==> src/hw/cmp_pkg.sv <==
// Shared constants for the dual comparator control block
package cmp_pkg;
  // Register offsets (word index on the plain register port)
  localparam logic [3:0] UNIT1_CTRL_OFS   = 4'h0;
  localparam logic [3:0] UNIT2_CTRL_OFS   = 4'h1;
  localparam logic [3:0] SHARED_CTRL_OFS  = 4'h2;
  localparam logic [3:0] FLAG_REG_OFS     = 4'h3;
  localparam logic [3:0] ENABLE_REG_OFS   = 4'h4;
  localparam logic [3:0] GLOBAL_REG_OFS   = 4'h5;

  // Unit control register fields
  localparam int ON_POS     = 7;
  localparam int RESULT_POS = 6;
  localparam int DRIVE_POS  = 5;
  localparam int INV_POS    = 4;
  localparam int SPEED_POS  = 3;
  localparam int PSRC_POS   = 2;
  localparam int CHAN_LSB   = 0;

  // Shared control register fields
  localparam int MIR1_POS   = 7;
  localparam int MIR2_POS   = 6;
  localparam int RSEL1_POS  = 5;
  localparam int RSEL2_POS  = 4;
  localparam int SYNC1_POS  = 1;
  localparam int SYNC2_POS  = 0;

  // Global enable register fields
  localparam int GIE_POS    = 1;
  localparam int PEIE_POS   = 0;

  // Reset values
  localparam logic [7:0] UNIT_CTRL_RST   = 8'h08;
  localparam logic [7:0] SHARED_CTRL_RST = 8'h00;

  // Instruction cycle is four core clocks: phase one and phase three
  localparam logic [1:0] PHASE_ONE   = 2'h0;
  localparam logic [1:0] PHASE_THREE = 2'h2;
endpackage : cmp_pkg

==> src/hw/dual_comparator_control.sv <==
// Control, change detection and flags for two comparator units
//
// Chosen here: the placing of the registers and the plain strobed port.
`timescale 1ns/1ps
module dual_comparator_control
  import cmp_pkg::*;
(
  input  wire logic       core_clk,
  input  wire logic       resetn,
  input  wire logic [3:0] regAddr,
  input  wire logic [7:0] regWrData,
  input  wire logic       regWrite,
  input  wire logic       regRead,
  output logic      [7:0] regRdData,
  input  wire logic [1:0] rawCompare,
  input  wire logic [1:0] pinDirectionBit,
  input  wire logic [1:0] portDataLatch,
  input  wire logic       sleepMode,
  input  wire logic       timerClk,
  output logic      [1:0] compPinOut,
  output logic      [1:0] compPinOe,
  output logic      [1:0] unitPowerOn,
  output logic      [1:0] lowPowerMode,
  output logic      [3:0] negativeChannelSelect,
  output logic      [1:0] positiveSourceSelect,
  output logic      [1:0] refSelect,
  output logic      [1:0] resultToTimer,
  output logic      [1:0] resultInternal,
  output logic            irqRequest
);

  typedef struct packed {
    logic [1:0][7:0] unitCtrl;
    logic [7:0]      sharedCtrl;
    logic [1:0]      flag;
    logic [1:0]      irqEn;
    logic            gie;
    logic            peie;
    logic [1:0]      phase;
    logic [1:0]      firstLatch;
    logic [1:0]      secondLatch;
    logic [1:0]      mismatchPrev;
    logic [1:0]      rawMeta;
    logic [1:0]      rawSync;
    logic [1:0]      tclkMeta;
    logic            tclkPrev;
    logic [1:0]      syncResult;
    logic [7:0]      rdData;
  } state_t;

  state_t stateQ;
  state_t stateD;

  logic [1:0] gatedRaw;
  logic [1:0] polResult;
  logic [1:0] ctrlAccess;
  logic [1:0] mismatch;
  logic       tclkFall;

  // Raw compare arrives from analog, so pass it through two flops first
  // Gated result and polarity stage
  always_comb begin
    for (int u = 0; u < 2; u++) begin
      // Analog result is high when positive input exceeds negative
      gatedRaw[u]  = stateQ.rawSync[u] & stateQ.unitCtrl[u][ON_POS];
      polResult[u] = gatedRaw[u] ^ stateQ.unitCtrl[u][INV_POS];
    end
  end

  // One strobe per unit control access, read or write
  assign ctrlAccess[0] = (regRead | regWrite) && (regAddr == UNIT1_CTRL_OFS);
  assign ctrlAccess[1] = (regRead | regWrite) && (regAddr == UNIT2_CTRL_OFS);
  assign mismatch      = stateQ.firstLatch ^ stateQ.secondLatch;
  // Timer clock is a pin, only its second sync flop is looked at
  assign tclkFall      = stateQ.tclkPrev & ~stateQ.tclkMeta[1];

  // Next-state logic
  always_comb begin
    stateD = stateQ;
    stateD.phase = stateQ.phase + 2'h1;
    stateD.rawMeta  = rawCompare;
    stateD.rawSync  = stateQ.rawMeta;
    stateD.tclkMeta = {stateQ.tclkMeta[0], timerClk};
    stateD.tclkPrev = stateQ.tclkMeta[1];
    stateD.mismatchPrev = mismatch;

    // Second latch at phase one; held open in sleep
    if (stateQ.phase == PHASE_ONE || sleepMode) begin
      stateD.secondLatch = polResult;
    end

    // Result for timer gating, latched on every falling timer edge; used when asked
    for (int u = 0; u < 2; u++) begin
      if (tclkFall) begin
        stateD.syncResult[u] = polResult[u];
      end
    end

    // First latch: any unit control access; write implies read
    // Access strobe is a single cycle, so capture at that cycle stands for phase three
    for (int u = 0; u < 2; u++) begin
      if (ctrlAccess[u]) begin
        stateD.firstLatch[u] = polResult[u];
      end
    end

    // Flag on mismatch rising edge; independent of drive enable
    for (int u = 0; u < 2; u++) begin
      if (regWrite && regAddr == FLAG_REG_OFS) begin
        stateD.flag[u] = regWrData[u];
      end
      if (mismatch[u] && !stateQ.mismatchPrev[u]) begin
        stateD.flag[u] = 1'b1;
      end
    end

    // Register writes
    if (regWrite) begin
      if (regAddr == UNIT1_CTRL_OFS) begin
        stateD.unitCtrl[0] = regWrData & ~(8'h01 << RESULT_POS);
      end else if (regAddr == UNIT2_CTRL_OFS) begin
        stateD.unitCtrl[1] = regWrData & ~(8'h01 << RESULT_POS);
      end else if (regAddr == SHARED_CTRL_OFS) begin
        stateD.sharedCtrl = regWrData & 8'h33;
      end else if (regAddr == ENABLE_REG_OFS) begin
        stateD.irqEn = regWrData[1:0];
      end else if (regAddr == GLOBAL_REG_OFS) begin
        stateD.gie  = regWrData[GIE_POS];
        stateD.peie = regWrData[PEIE_POS];
      end
    end

    // Read data, one cycle later; shared read leaves latches alone
    stateD.rdData = 8'h00;
    if (regRead) begin
      if (regAddr == UNIT1_CTRL_OFS) begin
        stateD.rdData = stateQ.unitCtrl[0] | ({7'h00, stateQ.secondLatch[0]} << RESULT_POS);
      end else if (regAddr == UNIT2_CTRL_OFS) begin
        stateD.rdData = stateQ.unitCtrl[1] | ({7'h00, stateQ.secondLatch[1]} << RESULT_POS);
      end else if (regAddr == SHARED_CTRL_OFS) begin
        stateD.rdData = stateQ.sharedCtrl
                      | ({7'h00, stateQ.secondLatch[0]} << MIR1_POS)
                      | ({7'h00, stateQ.secondLatch[1]} << MIR2_POS);
      end else if (regAddr == FLAG_REG_OFS) begin
        stateD.rdData = {6'h00, stateQ.flag};
      end else if (regAddr == ENABLE_REG_OFS) begin
        stateD.rdData = {6'h00, stateQ.irqEn};
      end else if (regAddr == GLOBAL_REG_OFS) begin
        stateD.rdData = {6'h00, stateQ.gie, stateQ.peie};
      end
    end
  end

  // State register
  always_ff @(posedge core_clk or negedge resetn) begin
    if (!resetn) begin
      stateQ <= '0;
      stateQ.unitCtrl[0] <= UNIT_CTRL_RST;
      stateQ.unitCtrl[1] <= UNIT_CTRL_RST;
      stateQ.sharedCtrl  <= SHARED_CTRL_RST;
    end else begin
      stateQ <= stateD;
    end
  end

  // Outputs: pin path unlatched, straight from the polarity stage
  always_comb begin
    for (int u = 0; u < 2; u++) begin
      // Undriven pin keeps showing the port latch, so input pins see no override
      compPinOut[u] = (stateQ.unitCtrl[u][DRIVE_POS] & ~pinDirectionBit[u])
                    ? (polResult[u] & stateQ.unitCtrl[u][ON_POS])
                    : portDataLatch[u];
      compPinOe[u]  = ~(stateQ.unitCtrl[u][DRIVE_POS] & ~pinDirectionBit[u]);
      unitPowerOn[u]  = stateQ.unitCtrl[u][ON_POS];
      lowPowerMode[u] = ~stateQ.unitCtrl[u][SPEED_POS];
      negativeChannelSelect[2*u +: 2] = stateQ.unitCtrl[u][CHAN_LSB +: 2];
      positiveSourceSelect[u] = stateQ.unitCtrl[u][PSRC_POS];
      resultInternal[u] = stateQ.secondLatch[u];
    end
    refSelect        = {stateQ.sharedCtrl[RSEL2_POS], stateQ.sharedCtrl[RSEL1_POS]};
    resultToTimer[0] = stateQ.sharedCtrl[SYNC1_POS] ? stateQ.syncResult[0] : polResult[0];
    resultToTimer[1] = stateQ.sharedCtrl[SYNC2_POS] ? stateQ.syncResult[1] : polResult[1];
    irqRequest = |(stateQ.flag & stateQ.irqEn) & stateQ.peie & stateQ.gie;
  end

  assign regRdData = stateQ.rdData;

endmodule : dual_comparator_control

==> config.mk <==
export PLATFORM = sky130hd
export DESIGN_NAME = dual_comparator_control
export DESIGN_NICKNAME = d
export VERILOG_FILES = /design/src/hw/cmp_pkg.sv /design/src/hw/dual_comparator_control.sv
export SDC_FILE = /design/constraint.sdc
export NUM_CORES = 1
export LEC_CHECK = 0
export ABC_CLOCK_PERIOD_IN_PS = 1020
export BUFFER_PORTS_ARGS = -buffer_cell sky130_fd_sc_hd__buf_2
export CAP_MARGIN = 20
export CORE_MARGIN = 1.5
export CORE_UTILIZATION = 48
export DETAILED_ROUTE_END_ITERATION = 10
export GPL_ROUTABILITY_DRIVEN = 1
export PLACE_DENSITY = 0.84
export SYNTH_ARGS = -nofsm -noshare
export SYNTH_HDL_FRONTEND = slang
export SYNTH_SLANG_ARGS = --single-unit
==> constraint.sdc <==
create_clock -name core_clk -period 1.02 [get_ports core_clk]
set_input_delay 0.102 -clock core_clk [delete_from_list [all_inputs] [get_ports core_clk]]
set_output_delay 0.102 -clock core_clk [all_outputs]
set_load 0.01 [all_outputs]
# == After elaboration in Yosys (flattened, before gate mapping) ==
# Cells that the tools add are included.
# Widths: inputs -> output; s select.
# classes
add_sub_neg,1
n_eq_ne,5
muxes,15
n_bitwise,29
n_reduce_logical,18
# op_table
operator,n
$mux 8,4
$or 8x7->8,3
$not 1->1,11
$and 1x1->1,9
$eq 4x2->1 const B,2
$eq 4x3->1 const B,2
$mux 1,8
$or 6x8->8,1
$mux 2,3
$reduce_and 6->1,1
$logic_and 1x1->1,5
$reduce_and 5->1,1
$eq 4x1->1 const B,1
$logic_not 4->1,1
$reduce_and 4->1,1
$reduce_bool 2->1,2
$reduce_and 3->1,1
$add 2x1->2 const B,1
$and 2x2->2,1
$logic_not 1->1,2
$logic_not 2->1,1
$reduce_and 2->1,1
$reduce_or 2->1,1
$xor 1x1->1,2
3 further kinds,3
# word_totals
reg_bits,49
in_bits,24
out_inout_bits,29
word_cells,87

# == Longest topological paths before layout ==
# Gate-level depths: netlist of the first run.
# logic_depth
word_depth,8
mapped_depth,5

# == Least setup slack after synthesis of the first run ==
# OpenSTA, ideal clock, no wires.
# synth_timing
path_type,input to register
from,input regAddr[0]
to,"register stateQ, in the netlist negativeChannelSelect[0]"
setup_time_ps,125
arrival_ps,1056
slack_ps,-161
cell_stages,5
n_path_buf,2
path_cell_list,buf_2 > buf_2 > nor2_1 > nand3_1 > mux2_2
# synth_between
elab_chain_len,2
# synth_rtl
item,line,text
"start, declared",dual_comparator_control.sv:10,"input wire logic [3:0] regAddr,"
$logic_not 4->1,dual_comparator_control.sv:119,if (regAddr == UNIT1_CTRL_OFS) begin
$reduce_and 2->1 (no line),n/a,
"end signal, assigned",dual_comparator_control.sv:162,stateQ <= stateD;
"end, declared",dual_comparator_control.sv:51,state_t stateQ;
# No other way between the ends.
# A chain may end at the register's enable or synchronous reset.

# == Worst setup path after layout of the first run ==
# layout_timing
from,"register stateQ, in the netlist unitPowerOn[1]"
to,output resultToTimer[1]
# layout_between
elab_chain_len,3
# layout_rtl
item,line,text
$and 1x1->1,dual_comparator_control.sv:65,gatedRaw[u] = stateQ.rawSync[u] & stateQ.unitCtrl[u][ON_POS];
$xor 1x1->1,dual_comparator_control.sv:66,polResult[u] = gatedRaw[u] ^ stateQ.unitCtrl[u][INV_POS];
$mux 1,dual_comparator_control.sv:182,resultToTimer[1] = stateQ.sharedCtrl[SYNC2_POS] ? stateQ.syncResult[1] : polResult[1];
"end, declared",dual_comparator_control.sv:27,"output logic [1:0] resultToTimer,"
# No other way between the ends.

==> run_summary.xml, run 1 <==
<?xml version="1.0" encoding="UTF-8"?>
<metrics>
  <group name="yosys">
    <metric name="synth-warning-count" unit="">0</metric>
    <metric name="synth_area_per_cell" unit="um^2">11.80</metric>
    <metric name="synthDominantAreaCellType" unit="">sky130_fd_sc_hd__dfrtp_1</metric>
    <metric name="netlist_area" unit="um^2">2288</metric>
    <metric name="post-synth-top-area-fraction" unit="%">51.39</metric>
    <metric name="synth_enable_flop_cells" unit="">0</metric>
    <metric name="synth.distinct_cells" unit="">40</metric>
    <metric name="dominantRegCellSynth" unit="">sky130_fd_sc_hd__dfrtp_1</metric>
    <metric name="ys_seq_area_share" unit="%">53.69</metric>
    <metric name="synth-async-reset-ratio" unit="%">100.0</metric>
    <metric name="yosys.cell_count.top_type" unit="">sky130_fd_sc_hd__dfrtp_1</metric>
    <metric name="netlist_instances" unit="">194</metric>
    <metric name="yosys-top-cells-count" unit="">sky130_fd_sc_hd__dfrtp_1 (47), sky130_fd_sc_hd__mux2_2 (24), sky130_fd_sc_hd__buf_4 (20), sky130_fd_sc_hd__nand2_1 (11), sky130_fd_sc_hd__o21ai_0 (10)</metric>
    <metric name="ys_ff_latch" unit="">49</metric>
    <metric name="mappedNetlistNets" unit="">219</metric>
    <metric name="synth_top_cells_by_area" unit="">sky130_fd_sc_hd__dfrtp_1 (51%), sky130_fd_sc_hd__mux2_2 (12%), sky130_fd_sc_hd__buf_4 (6.6%)</metric>
  </group>
  <group name="sta">
    <metric name="grt_setup_unrepaired" unit="">true</metric>
    <metric name="final_hold_viols" unit="">0</metric>
    <metric name="worst_pin_slew" unit="ns">0.3522</metric>
    <metric name="setup_viol_count_final" unit="">25</metric>
    <metric name="slew_headroom" unit="%">76.48</metric>
    <metric name="period_needed" unit="ns">1.505</metric>
    <metric name="final.setup.worst_slack" unit="ns">-0.4847</metric>
    <metric name="slew_violations" unit="">0</metric>
    <metric name="period_share" unit="%">147.5</metric>
    <metric name="fmaxAchievable" unit="MHz">664.6</metric>
    <metric name="clock_skew" unit="ns">0.007546</metric>
    <metric name="setup_tns" unit="ns">-4.065</metric>
  </group>
  <group name="setup_path">
    <metric name="critical_r2r_launch" unit="">unitPowerOn[1]</metric>
    <metric name="startpoint" unit="">unitPowerOn[1]</metric>
    <metric name="worst-setup-path-type" unit="">register to output port</metric>
    <metric name="cp_cell_sequence" unit="">nand2_2, xnor2_2, mux2_4, buf_6</metric>
    <metric name="worst_ep_required_time" unit="ns">0.92</metric>
    <metric name="crit_arrival" unit="ns">1.40</metric>
    <metric name="slowest_delay" unit="ns">0.43</metric>
    <metric name="timing.rr.end" unit="">regRdData[7]</metric>
    <metric name="regToRegSetupSlack" unit="ns">-0.22</metric>
    <metric name="critPathMaxFanout" unit="">3</metric>
    <metric name="endpoint_kind" unit="">output port</metric>
    <metric name="worst-r2r-cell-count" unit="">6</metric>
    <metric name="startpoint_type" unit="">register</metric>
    <metric name="crit_path_top_delay_cell" unit="">sky130_fd_sc_hd__dfrtp_1</metric>
  </group>
  <group name="clock_tree">
    <metric name="cts-root-to-sink-buffers" unit="">2</metric>
    <metric name="clock_sinks" unit="">49</metric>
    <metric name="numCtsBuffers" unit="">5</metric>
    <metric name="tritoncts" unit="">built</metric>
    <metric name="clk-insertion-delay-late" unit="ns">0.31</metric>
    <metric name="cts.reportedPaths.clkPinSlew" unit="ns">0.09</metric>
    <metric name="cts_root_buf" unit="">sky130_fd_sc_hd__clkbuf_8</metric>
    <metric name="cts-htree-levels" unit="">2</metric>
  </group>
  <group name="placement">
    <metric name="gp_routability_congestion" unit="">0.8959</metric>
    <metric name="dp_hpwl" unit="um">3805</metric>
    <metric name="io_buffer_count" unit="">51</metric>
    <metric name="dp_worst_setup_slack" unit="ns">-0.2567</metric>
    <metric name="detailed_place.area" unit="um^2">2828</metric>
    <metric name="placed_cells" unit="">310</metric>
  </group>
  <group name="routing">
    <metric name="drt-pass1-iter-count" unit="">4</metric>
    <metric name="route.detailed.wl_per_inst" unit="um">18.79</metric>
    <metric name="vias" unit="">1836</metric>
    <metric name="viasPerCell" unit="">5.481</metric>
    <metric name="detail-route-antenna-nets" unit="">0</metric>
    <metric name="drt_iter0_markers" unit="">144</metric>
    <metric name="postRouteWirelength" unit="um">6293</metric>
    <metric name="drcViolationCount" unit="">0</metric>
  </group>
  <group name="outcome">
    <metric name="run_status" unit="">finished with violations</metric>
    <metric name="violations" unit="">negative setup slack</metric>
  </group>
  <group name="power_and_ir_drop">
    <metric name="ir_drop" unit="mV">1.636</metric>
    <metric name="power.total" unit="mW">6.084</metric>
    <metric name="total_leakage_power" unit="nW">1.572</metric>
    <metric name="power.density_cell_area" unit="nW/um^2">1855</metric>
  </group>
  <group name="global_routing">
    <metric name="track_usage" unit="%">22.14</metric>
    <metric name="first_global_vias" unit="">1811</metric>
    <metric name="grt_start_max_net_pins" unit="">28</metric>
    <metric name="first_pass_grt_wire_length" unit="um">8507</metric>
    <metric name="grt_antenna_before_repair" unit="">0</metric>
    <metric name="grt_overflow_total" unit="">0</metric>
  </group>
  <group name="die">
    <metric name="die_area" unit="um^2">5190</metric>
    <metric name="dieHeight" unit="um">72.05</metric>
    <metric name="horizontal_die_dimension" unit="um">72.05</metric>
    <metric name="core_area" unit="um^2">4474</metric>
    <metric name="initial_utilization" unit="%">51.15</metric>
    <metric name="placementRows" unit="">24</metric>
    <metric name="io_pins" unit="">53</metric>
  </group>
  <group name="finish">
    <metric name="fraction_of_layout_cells_with_a_size_suffix_above_1" unit="%">62.90</metric>
    <metric name="fin_cells" unit="">335</metric>
    <metric name="area_growth" unit="%">43.30</metric>
    <metric name="final_design_area_no_fill" unit="um^2">3279</metric>
    <metric name="num_antenna_cells" unit="">0</metric>
    <metric name="final_nets" unit="">307</metric>
  </group>
  <group name="hold_path">
    <metric name="hold_path_depth" unit="">2</metric>
    <metric name="min-delay-path-class" unit="">input pin to register</metric>
    <metric name="min_delay_worst_endpoint" unit="">unitPowerOn[1]</metric>
    <metric name="worstHoldStart" unit="">regWrData[7]</metric>
  </group>
  <group name="job">
    <metric name="drv.max_cap_violation_count" unit="">0</metric>
  </group>
</metrics>
-- power by group --
part / total (mW) / switching, mW / internal, mW
combinational: 2.23 / 0.940 / 1.29
clock: 1.19 / 0.640 / 0.550
sequential: 2.66 / 0.321 / 2.34
-- worst max-delay path by stage --
stage / slack, ns / cells after the start / end
2_1_floorplan: -0.02 / 4 / stateQ[21]
6_report: -0.48 / 4 / resultToTimer[1]
3_3_place_gp: -0.22 / 4 / stateQ[26]
4_1_cts: -0.41 / 4 / resultToTimer[0]
5_1_grt: -0.53 / 4 / resultToTimer[1]
3_5_place_dp: -0.26 / 4 / stateQ[26]
-- per-layer routing --
metal / global-route usage (%) / part of all wire, % / up-vias / routed length (um)
met1: 26.41 / 39 / 923 / 2474
met3: 4.167 / 4.1 / 22 / 258
met4: 13.42 / 4.0 / 0 / 250
met5: 0 / 0 / - / 0
li1: - / - / 823 / -
met2: 37.24 / 53 / 68 / 3309
-- cells in the final DEF (no fill, tap or decap), types with 4 or more instances in the layout --
master / count
sky130_fd_sc_hd__inv_1: 8
sky130_fd_sc_hd__nand2b_1: 7
sky130_fd_sc_hd__buf_6: 14
sky130_fd_sc_hd__buf_4: 41
sky130_fd_sc_hd__o21ai_0: 6
sky130_fd_sc_hd__mux2_2: 18
sky130_fd_sc_hd__nor2_4: 4
sky130_fd_sc_hd__buf_2: 46
sky130_fd_sc_hd__clkbuf_8: 6
sky130_fd_sc_hd__dfrtp_1: 44
sky130_fd_sc_hd__mux2_4: 10
sky130_fd_sc_hd__o21ai_1: 4
sky130_fd_sc_hd__dlygate4sd3_1: 4
sky130_fd_sc_hd__nand2_1: 9
-- worst max-delay path: cells and delay by family (launching register included) --
| family | cells | cell delay (ns) |
|---|---|---|
| and+or+nand+nor | 1 | 0.12 |
| xor gates and xnor gates | 1 | 0.15 |
| buffers and inverters | 1 | 0.12 |
| DFF | 1 | 0.43 |
| muxes | 1 | 0.28 |
-- area by class of cell --
class                   count  area (um^2)
multi-input cells         111         1096
clock buffers               6        82.58
flip-flops and latches     49         1232
inverters                   9        33.78
repair buffers            106        755.7
clock inverters             2        13.76
fillers                   257         1195
well taps                  52        65.06
-- stage by stage --
step	hold slack, ns	utilization [%]
after floorplan	-0.1936	-
after global placement	-0.02373	63.20
after detailed placement	-0.02378	63.20
after CTS	0.03456	69.99
after global routing	0.03502	73.29
final	0.03260	73.29
-- what timing repair did --
item | in CTS | in global routing
endpoints found under the setup margin | 22 | 29
resized for setup | 22 | 30
pin swaps | 12 | 6
hold buffers | 4 | 0
endpoints found under the hold margin | 52 | 0
setup buffers | 12 | 6
-- registers in the layout (all words and copies together), names as in the netlist --
register / flops
stateD: 4
resultInternal: 2
stateQ: 25
refSelect: 2
unitPowerOn: 2
regRdData: 8
negativeChannelSelect: 4
positiveSourceSelect: 2
-- logic make-up (layout without fill, tap and decap cells) --
kind of cell / count (synthesis) / count (layout) / share of synthesized area, %
compound gates: 30 / 30 / 8.311
flops: 49 / 49 / 53.69
xor+xnor: 6 / 6 / 2.296
buf+inv: 34 / 123 / 9.021
fa+ha+maj: 1 / 1 / 0.5467
simple gates: 44 / 44 / 11.37
mux: 30 / 30 / 14.76
Note: power is estimated with default switching activity, not from simulation.
==> inputs of run 2 (changes only) <==
- ABC_AREA: default -> 1
==> run 2 against run 1 <==
  * The flow still finishes with violations (negative setup slack)
  * Critical endpoint is now compPinOut[0]
  * Power is 7.3% lower
  * Die area grew 2.3%
  * Maximum frequency rose by 4.3%
==> run_summary.xml, run 2 <==
<?xml version="1.0" encoding="UTF-8"?>
<metrics>
  <group name="yosys">
    <metric name="synthDominantAreaCellType" unit="">sky130_fd_sc_hd__dfrtp_1</metric>
    <metric name="netlist_area" unit="um^2">2343</metric>
    <metric name="post-synth-top-area-fraction" unit="%">50.19</metric>
    <metric name="synth_area_per_cell" unit="um^2">8.979</metric>
    <metric name="yosys.cell_count.top_type" unit="">sky130_fd_sc_hd__nand2_1</metric>
    <metric name="yosys-top-cells-count" unit="">sky130_fd_sc_hd__nand2_1 (63), sky130_fd_sc_hd__dfrtp_1 (47), sky130_fd_sc_hd__inv_1 (31), sky130_fd_sc_hd__o21ai_0 (23), sky130_fd_sc_hd__buf_4 (20)</metric>
    <metric name="synth-async-reset-ratio" unit="%">100.0</metric>
    <metric name="synth-warning-count" unit="">0</metric>
    <metric name="mappedNetlistNets" unit="">286</metric>
    <metric name="synth_enable_flop_cells" unit="">0</metric>
    <metric name="synth.distinct_cells" unit="">24</metric>
    <metric name="ys_ff_latch" unit="">49</metric>
    <metric name="netlist_instances" unit="">261</metric>
    <metric name="dominantRegCellSynth" unit="">sky130_fd_sc_hd__dfrtp_1</metric>
    <metric name="ys_seq_area_share" unit="%">52.43</metric>
    <metric name="synth_top_cells_by_area" unit="">sky130_fd_sc_hd__dfrtp_1 (50%), sky130_fd_sc_hd__nand2_1 (10%), sky130_fd_sc_hd__buf_4 (6.4%)</metric>
  </group>
  <group name="global_routing">
    <metric name="track_usage" unit="%">21.33</metric>
    <metric name="grt_start_max_net_pins" unit="">25</metric>
    <metric name="gr-usage-met2" unit="%">35.47</metric>
    <metric name="first_pass_grt_wire_length" unit="um">8638</metric>
    <metric name="grt_overflow_total" unit="">0</metric>
    <metric name="first_global_vias" unit="">1931</metric>
    <metric name="globalRouteMet3Util" unit="%">3.729</metric>
    <metric name="grt_antenna_before_repair" unit="">0</metric>
    <metric name="gr_busiest_metal" unit="">met2</metric>
    <metric name="groute.layer.met1.usage" unit="%">27.41</metric>
  </group>
  <group name="finish">
    <metric name="fillCellCount" unit="">345</metric>
    <metric name="final_nets" unit="">361</metric>
    <metric name="area_growth" unit="%">32.14</metric>
    <metric name="most-common-layout-cells" unit="">sky130_fd_sc_hd__nand2_1 (53), sky130_fd_sc_hd__dfrtp_1 (47), sky130_fd_sc_hd__buf_2 (45), sky130_fd_sc_hd__buf_4 (26), sky130_fd_sc_hd__inv_1 (24)</metric>
    <metric name="layout_commonest_cell" unit="">sky130_fd_sc_hd__nand2_1</metric>
    <metric name="final_design_area_no_fill" unit="um^2">3097</metric>
    <metric name="largest_reg_flops" unit="">25</metric>
    <metric name="fraction_of_layout_cells_with_a_size_suffix_above_1" unit="%">45.40</metric>
    <metric name="most_flop_heavy_register" unit="">stateQ</metric>
    <metric name="num_antenna_cells" unit="">0</metric>
  </group>
  <group name="setup_path">
    <metric name="worst_ep_required_time" unit="ns">0.92</metric>
    <metric name="endpoint_kind" unit="">output port</metric>
    <metric name="worst-setup-path-type" unit="">register to output port</metric>
    <metric name="cp_top_family" unit="">flip-flops</metric>
    <metric name="crit_arrival" unit="ns">1.34</metric>
    <metric name="startpoint_type" unit="">register</metric>
    <metric name="critPathBufInv" unit="">2</metric>
    <metric name="cp_cell_sequence" unit="">a21o_1, nand2_2, inv_2, nand2_2, o21ai_1, buf_2</metric>
    <metric name="slowest_delay" unit="ns">0.43</metric>
    <metric name="regToRegSetupSlack" unit="ns">-0.18</metric>
    <metric name="critPathMaxFanout" unit="">4</metric>
    <metric name="crit_path_top_delay_cell" unit="">sky130_fd_sc_hd__dfrtp_1</metric>
    <metric name="crit_top_cell" unit="">sky130_fd_sc_hd__nand2_2</metric>
  </group>
  <group name="placement">
    <metric name="dp_hpwl" unit="um">3546</metric>
    <metric name="io_buffer_count" unit="">51</metric>
    <metric name="detailed_place.area" unit="um^2">2685</metric>
    <metric name="gp_routability_congestion" unit="">0.7910</metric>
    <metric name="dp_worst_setup_slack" unit="ns">-0.08649</metric>
  </group>
  <group name="power_and_ir_drop">
    <metric name="combinational_power_share" unit="%">30.4</metric>
    <metric name="sw_frac_of_total" unit="%">31.64</metric>
    <metric name="pwr-share-clk" unit="%">24.7</metric>
    <metric name="power.density_cell_area" unit="nW/um^2">1822</metric>
    <metric name="total_leakage_power" unit="nW">1.657</metric>
    <metric name="ir_drop" unit="mV">1.450</metric>
    <metric name="switching_power" unit="mW">1.785</metric>
    <metric name="share_of_power_burned_in_registers" unit="%">44.9</metric>
    <metric name="design_internal_power" unit="mW">3.856</metric>
  </group>
  <group name="die">
    <metric name="placementRows" unit="">25</metric>
    <metric name="die_area" unit="um^2">5311</metric>
    <metric name="horizontal_die_dimension" unit="um">72.88</metric>
    <metric name="core_area" unit="um^2">4723</metric>
    <metric name="io_pins" unit="">53</metric>
    <metric name="initial_utilization" unit="%">49.62</metric>
    <metric name="dieHeight" unit="um">72.88</metric>
  </group>
  <group name="routing">
    <metric name="route.detailed.wl_per_inst" unit="um">14.19</metric>
    <metric name="vias" unit="">2026</metric>
    <metric name="postRouteWirelength" unit="um">5731</metric>
    <metric name="detail-route-antenna-nets" unit="">0</metric>
    <metric name="drcViolationCount" unit="">0</metric>
    <metric name="viasPerCell" unit="">5.015</metric>
    <metric name="drt-pass1-iter-count" unit="">4</metric>
    <metric name="drt_iter0_markers" unit="">153</metric>
  </group>
  <group name="sta">
    <metric name="grt_setup_unrepaired" unit="">true</metric>
    <metric name="slew_violations" unit="">0</metric>
    <metric name="setup_viol_count_final" unit="">15</metric>
    <metric name="final.setup.worst_slack" unit="ns">-0.4227</metric>
    <metric name="setup_tns" unit="ns">-2.864</metric>
    <metric name="slew_headroom" unit="%">74.12</metric>
    <metric name="fmaxAchievable" unit="MHz">693.1</metric>
    <metric name="clock_skew" unit="ns">0.006957</metric>
    <metric name="period_needed" unit="ns">1.443</metric>
    <metric name="worst_pin_slew" unit="ns">0.3883</metric>
    <metric name="final_hold_viols" unit="">0</metric>
    <metric name="period_share" unit="%">141.4</metric>
  </group>
  <group name="outcome">
    <metric name="run_status" unit="">finished with violations</metric>
    <metric name="violations" unit="">negative setup slack</metric>
  </group>
  <group name="clock_tree">
    <metric name="tritoncts" unit="">built</metric>
    <metric name="cts.reportedPaths.clkPinSlew" unit="ns">0.09</metric>
    <metric name="numCtsBuffers" unit="">5</metric>
    <metric name="cts_root_buf" unit="">sky130_fd_sc_hd__clkbuf_8</metric>
    <metric name="cts-root-to-sink-buffers" unit="">2</metric>
    <metric name="cts-htree-levels" unit="">2</metric>
    <metric name="clk-insertion-delay-late" unit="ns">0.31</metric>
    <metric name="clock_sinks" unit="">49</metric>
  </group>
  <group name="hold_path">
    <metric name="min-delay-path-class" unit="">input pin to register</metric>
  </group>
  <group name="job">
    <metric name="drv.max_cap_violation_count" unit="">0</metric>
  </group>
</metrics>
==> run 2: changes by cell type after synthesis, sizes merged, moves of 3 or more <==
cell | previous run | this run
or2 | 3 | 0
inv | 9 | 35
o21ai | 10 | 37
nor2 | 8 | 14
mux2 | 30 | 0
a21oi | 6 | 15
nand2b | 7 | 0
nand2 | 11 | 71
xor2 | 4 | 0
a22oi | 3 | 0
nand3 | 2 | 10
==> run 2: worst register-to-register path, delay by kind of cell, from the launching register on <==
family | cells | cell delay, ns
buf+inv | 3 | 0.29
compound gates | 2 | 0.26
simple gates | 2 | 0.13
flops | 1 | 0.42
==> run 2: area by class of cell <==
class,instances,area [um^2],area share (%)
Clock buffer,6,72.57,2.343
Clock inverter,2,38.79,1.253
Inverter,35,141.4,4.566
Multi-Input combinational cell,155,884.6,28.57
Sequential cell,49,1229,39.68
Tap cell,67,83.83,2.707
Timing Repair Buffer,90,646.9,20.89
==> run 2: path summary, 6_finish.rpt <==
path | from | end | cells after the start
hold / removal | regWrData[0] | stateQ[27] | 3
setup / recovery | unitPowerOn[0] | compPinOut[0] | 6
setup reg to reg | unitPowerOn[1] | stateQ[22] | 7
hold reg to reg | stateD[13] | stateQ[13] | 0
min in group asynchronous | resetn | negativeChannelSelect[0] | 2
max in group asynchronous | resetn | stateQ[17] | 3
==> run 2: cells by family (layout without fill, tap and decap cells) <==
logic type | after synthesis | in the layout | share of synthesized area [%]
AOI/OAI and AO/OA | 58 | 58 | 15.11
and+or+nand+nor | 96 | 96 | 18.63
DFF | 49 | 49 | 52.43
buffers and inverters | 57 | 133 | 13.29
adders and majority gates | 1 | 1 | 0.5338
==> run 2: layer usage <==
metal  wire (um)  up-vias
met5           0        -
met2        2938       85
met1        2342      960
met3         281       20
met4         168        0
li1            -      961
==> run 2: what timing repair did <==
action | in CTS | in global routing
endpoints found under the hold margin | 18 | 0
setup buffers | 12 | 6
pin swaps | 4 | 8
setup endpoints to repair | 12 | 23
gates resized for setup | 27 | 24
hold buffers | 4 | 0
==> run 2: per-stage QoR <==
stage	power (mW)	std cells	util [%]	hold slack [ns]
detailed placement	3.716	377	56.85	0.03812
finish	5.642	404	65.56	0.05252
global route	5.908	404	65.56	0.05360
floorplan	3.285	261	-	-0.1936
CTS	5.410	400	63.26	0.04537
global placement	3.662	377	56.85	0.03629
==> run 2: power by group through the flow <==
stage | combinational [mW] | clock [mW] | sequential [mW]
finish | 1.71 | 1.40 | 2.53
global route | 1.87 | 1.47 | 2.56
CTS | 1.52 | 1.41 | 2.49
detailed placement | 1.19 | 0 | 2.53
global placement | 1.15 | 0 | 2.51
floorplan | 0.806 | 0 | 2.48
==> inputs of run 3 (changes only) <==
- CORE_MARGIN: 1.5 -> default
- CTS_CLUSTER_SIZE: default -> 16
==> run 3 against run 2 <==
  * The flow still finishes with violations (negative setup slack)
  * Power up 3.2%
  * Non-clock buffer count down 4
  * Via count down 1.2%
  * Clock skew down 0.0038 ns
  * Routed wire length down 2.7%
  * Flip-flop and latch count unchanged
  * Global-route usage up 0.89 points
  * Highest routed layer unchanged
==> run_summary.xml, run 3 (synthesized netlist as in run 2, its figures left out) <==
<?xml version="1.0" encoding="UTF-8"?>
<metrics>
  <group name="power_and_ir_drop">
    <metric name="design_internal_power" unit="mW">4.072</metric>
    <metric name="pwr-share-clk" unit="%">27.6</metric>
    <metric name="switching_power" unit="mW">1.751</metric>
    <metric name="ir_drop" unit="mV">1.182</metric>
    <metric name="power.density_cell_area" unit="nW/um^2">1889</metric>
    <metric name="sw_frac_of_total" unit="%">30.08</metric>
    <metric name="power.total" unit="mW">5.823</metric>
    <metric name="total_leakage_power" unit="nW">1.631</metric>
    <metric name="share_of_power_burned_in_registers" unit="%">43.4</metric>
    <metric name="combinational_power_share" unit="%">28.9</metric>
  </group>
  <group name="global_routing">
    <metric name="track_usage" unit="%">22.22</metric>
    <metric name="grt_overflow_total" unit="">0</metric>
    <metric name="first_global_vias" unit="">1911</metric>
    <metric name="grt_start_max_net_pins" unit="">29</metric>
    <metric name="grt_antenna_before_repair" unit="">0</metric>
    <metric name="first_pass_grt_wire_length" unit="um">8721</metric>
  </group>
  <group name="sta">
    <metric name="final_hold_viols" unit="">0</metric>
    <metric name="clock_skew" unit="ns">0.003183</metric>
    <metric name="worst_pin_slew" unit="ns">0.3276</metric>
    <metric name="period_needed" unit="ns">1.488</metric>
    <metric name="setup_viol_count_final" unit="">13</metric>
    <metric name="final.setup.worst_slack" unit="ns">-0.4682</metric>
    <metric name="grt_setup_unrepaired" unit="">true</metric>
    <metric name="period_share" unit="%">145.9</metric>
    <metric name="fmaxAchievable" unit="MHz">672.0</metric>
    <metric name="slew_violations" unit="">0</metric>
    <metric name="slew_headroom" unit="%">78.16</metric>
  </group>
  <group name="clock_tree">
    <metric name="cts-root-to-sink-buffers" unit="">2</metric>
    <metric name="cts.reportedPaths.clkPinSlew" unit="ns">0.09</metric>
    <metric name="numCtsBuffers" unit="">5</metric>
    <metric name="cts-htree-levels" unit="">2</metric>
    <metric name="clock_sinks" unit="">49</metric>
    <metric name="tritoncts" unit="">built</metric>
    <metric name="clk-insertion-delay-late" unit="ns">0.30</metric>
    <metric name="cts_root_buf" unit="">sky130_fd_sc_hd__clkbuf_8</metric>
  </group>
  <group name="finish">
    <metric name="multi_input_gate_area" unit="um^2">880.8</metric>
    <metric name="largest_reg_flops" unit="">25</metric>
    <metric name="fillCellCount" unit="">353</metric>
    <metric name="fin_cells" unit="">400</metric>
    <metric name="most-common-layout-cells" unit="">sky130_fd_sc_hd__nand2_1 (54), sky130_fd_sc_hd__dfrtp_1 (46), sky130_fd_sc_hd__buf_2 (43), sky130_fd_sc_hd__inv_1 (26), sky130_fd_sc_hd__buf_4 (24)</metric>
    <metric name="final_nets" unit="">357</metric>
    <metric name="ff_latch_area" unit="um^2">1230</metric>
    <metric name="num_antenna_cells" unit="">0</metric>
    <metric name="area_growth" unit="%">31.55</metric>
    <metric name="fraction_of_layout_cells_with_a_size_suffix_above_1" unit="%">44.14</metric>
    <metric name="layout_commonest_cell" unit="">sky130_fd_sc_hd__nand2_1</metric>
    <metric name="most_flop_heavy_register" unit="">stateQ</metric>
  </group>
  <group name="placement">
    <metric name="io_buffer_count" unit="">51</metric>
    <metric name="gp_routability_congestion" unit="">0.8214</metric>
    <metric name="placed_cells" unit="">375</metric>
    <metric name="dp_hpwl" unit="um">3447</metric>
  </group>
  <group name="routing">
    <metric name="detail-route-antenna-nets" unit="">0</metric>
    <metric name="postRouteWirelength" unit="um">5575</metric>
    <metric name="vias" unit="">2002</metric>
    <metric name="route.detailed.wl_per_inst" unit="um">13.94</metric>
    <metric name="viasPerCell" unit="">5.005</metric>
    <metric name="drt_iter0_markers" unit="">175</metric>
    <metric name="drt-pass1-iter-count" unit="">4</metric>
    <metric name="drcViolationCount" unit="">0</metric>
  </group>
  <group name="die">
    <metric name="horizontal_die_dimension" unit="um">71.88</metric>
    <metric name="io_pins" unit="">53</metric>
    <metric name="die_area" unit="um^2">5166</metric>
    <metric name="placementRows" unit="">25</metric>
    <metric name="dieHeight" unit="um">71.88</metric>
    <metric name="core_area" unit="um^2">4723</metric>
    <metric name="initial_utilization" unit="%">49.62</metric>
  </group>
  <group name="setup_path">
    <metric name="crit_arrival" unit="ns">1.39</metric>
    <metric name="worst-setup-path-type" unit="">register to output port</metric>
    <metric name="startpoint_type" unit="">register</metric>
    <metric name="critPathMaxFanout" unit="">3</metric>
    <metric name="endpoint_kind" unit="">output port</metric>
    <metric name="regToRegSetupSlack" unit="ns">-0.10</metric>
    <metric name="worst_ep_required_time" unit="ns">0.92</metric>
  </group>
  <group name="outcome">
    <metric name="run_status" unit="">finished with violations</metric>
    <metric name="violations" unit="">negative setup slack</metric>
  </group>
  <group name="job">
    <metric name="drv.max_cap_violation_count" unit="">0</metric>
  </group>
  <group name="hold_path">
    <metric name="min-delay-path-class" unit="">input pin to register</metric>
  </group>
</metrics>
run 3: cell count changes in the layout (fill, tap and decap cells not counted), moves of 2 or more:
cell	change
sky130_fd_sc_hd__buf_4	-2
sky130_fd_sc_hd__inv_2	-2
sky130_fd_sc_hd__buf_2	-2
sky130_fd_sc_hd__inv_1	+2
run 3: final timing paths:
| check | startpoint | end | cells past startpoint |
|---|---|---|---|
| worst min register to register | stateD[13] | stateQ[13] | 0 |
| max in group asynchronous | resetn | stateQ[18] | 3 |
| worst max register to register | stateQ[14] | stateQ[22] | 6 |
| worst max-delay path | stateQ[43] | resultToTimer[0] | 5 |
| worst min-delay path | regWrData[3] | stateQ[42] | 3 |
| min in group asynchronous | resetn | stateQ[31] | 2 |
run 3: power groups by stage:
stage	registers [mW]	clock network, mW	logic (mW)
floorplan	2.48	0	0.806
global placement	2.51	0	1.13
detailed placement	2.53	0	1.16
CTS	2.48	1.64	1.45
global route	2.55	1.75	1.83
finish	2.53	1.61	1.68
run 3: per-layer routing:
metal	wire (um)	share of wire, %	vias up	global-route usage [%]
met4	189	3.4	0	7.843
met5	0	0	-	0
met2	2861	51	81	37.42
met1	2253	40	958	28.02
li1	-	-	944	-
met3	270	4.8	19	5.345
run 3: worst max-delay path, cell delays in order (launching register included):
cell and delay, ns:
sky130_fd_sc_hd__dfrtp_1 0.44, sky130_fd_sc_hd__a21o_1 0.14, sky130_fd_sc_hd__nand2_2 0.08, sky130_fd_sc_hd__buf_6 0.13
sky130_fd_sc_hd__o21ai_4 0.16, sky130_fd_sc_hd__buf_6 0.12
run 3: repair_timing:
item | CTS | global route
cloned | 0 | 0
hold buffers | 4 | 0
buffers inserted | 13 | 4
gates resized for setup | 18 | 33
endpoints found under the hold margin | 42 | 0
setup endpoints to repair | 15 | 19
pin swaps | 2 | 10
run 3: cell type report:
| cell class | count | area share, % |
|---|---|---|
| clock inverters | 3 | 2.110 |
| clock buffers | 5 | 2.232 |
| inverters | 35 | 4.586 |
| flip-flops and latches | 49 | 39.89 |
| repair buffers | 86 | 19.89 |
| multi-input cells | 155 | 28.57 |
| well taps | 67 | 2.719 |
run 3: stage by stage:
step / TNS (ns) / area (um^2) / setup slack [ns] / hold WS (ns) / util [%]
6_report: -2.621 / 3083 / -0.4682 / 0.04483 / 65.27
5_1_grt: -3.231 / 3083 / -0.5084 / 0.03176 / 65.27
4_1_cts: -2.249 / 2977 / -0.3476 / 0.03979 / 63.02
3_5_place_dp: -1.056 / 2658 / -0.08107 / 0.01539 / 56.26
3_3_place_gp: -0.4244 / 2658 / -0.05388 / 0.01208 / 56.26
2_1_floorplan: 0 / 2344 / 0.03914 / -0.1936 / -
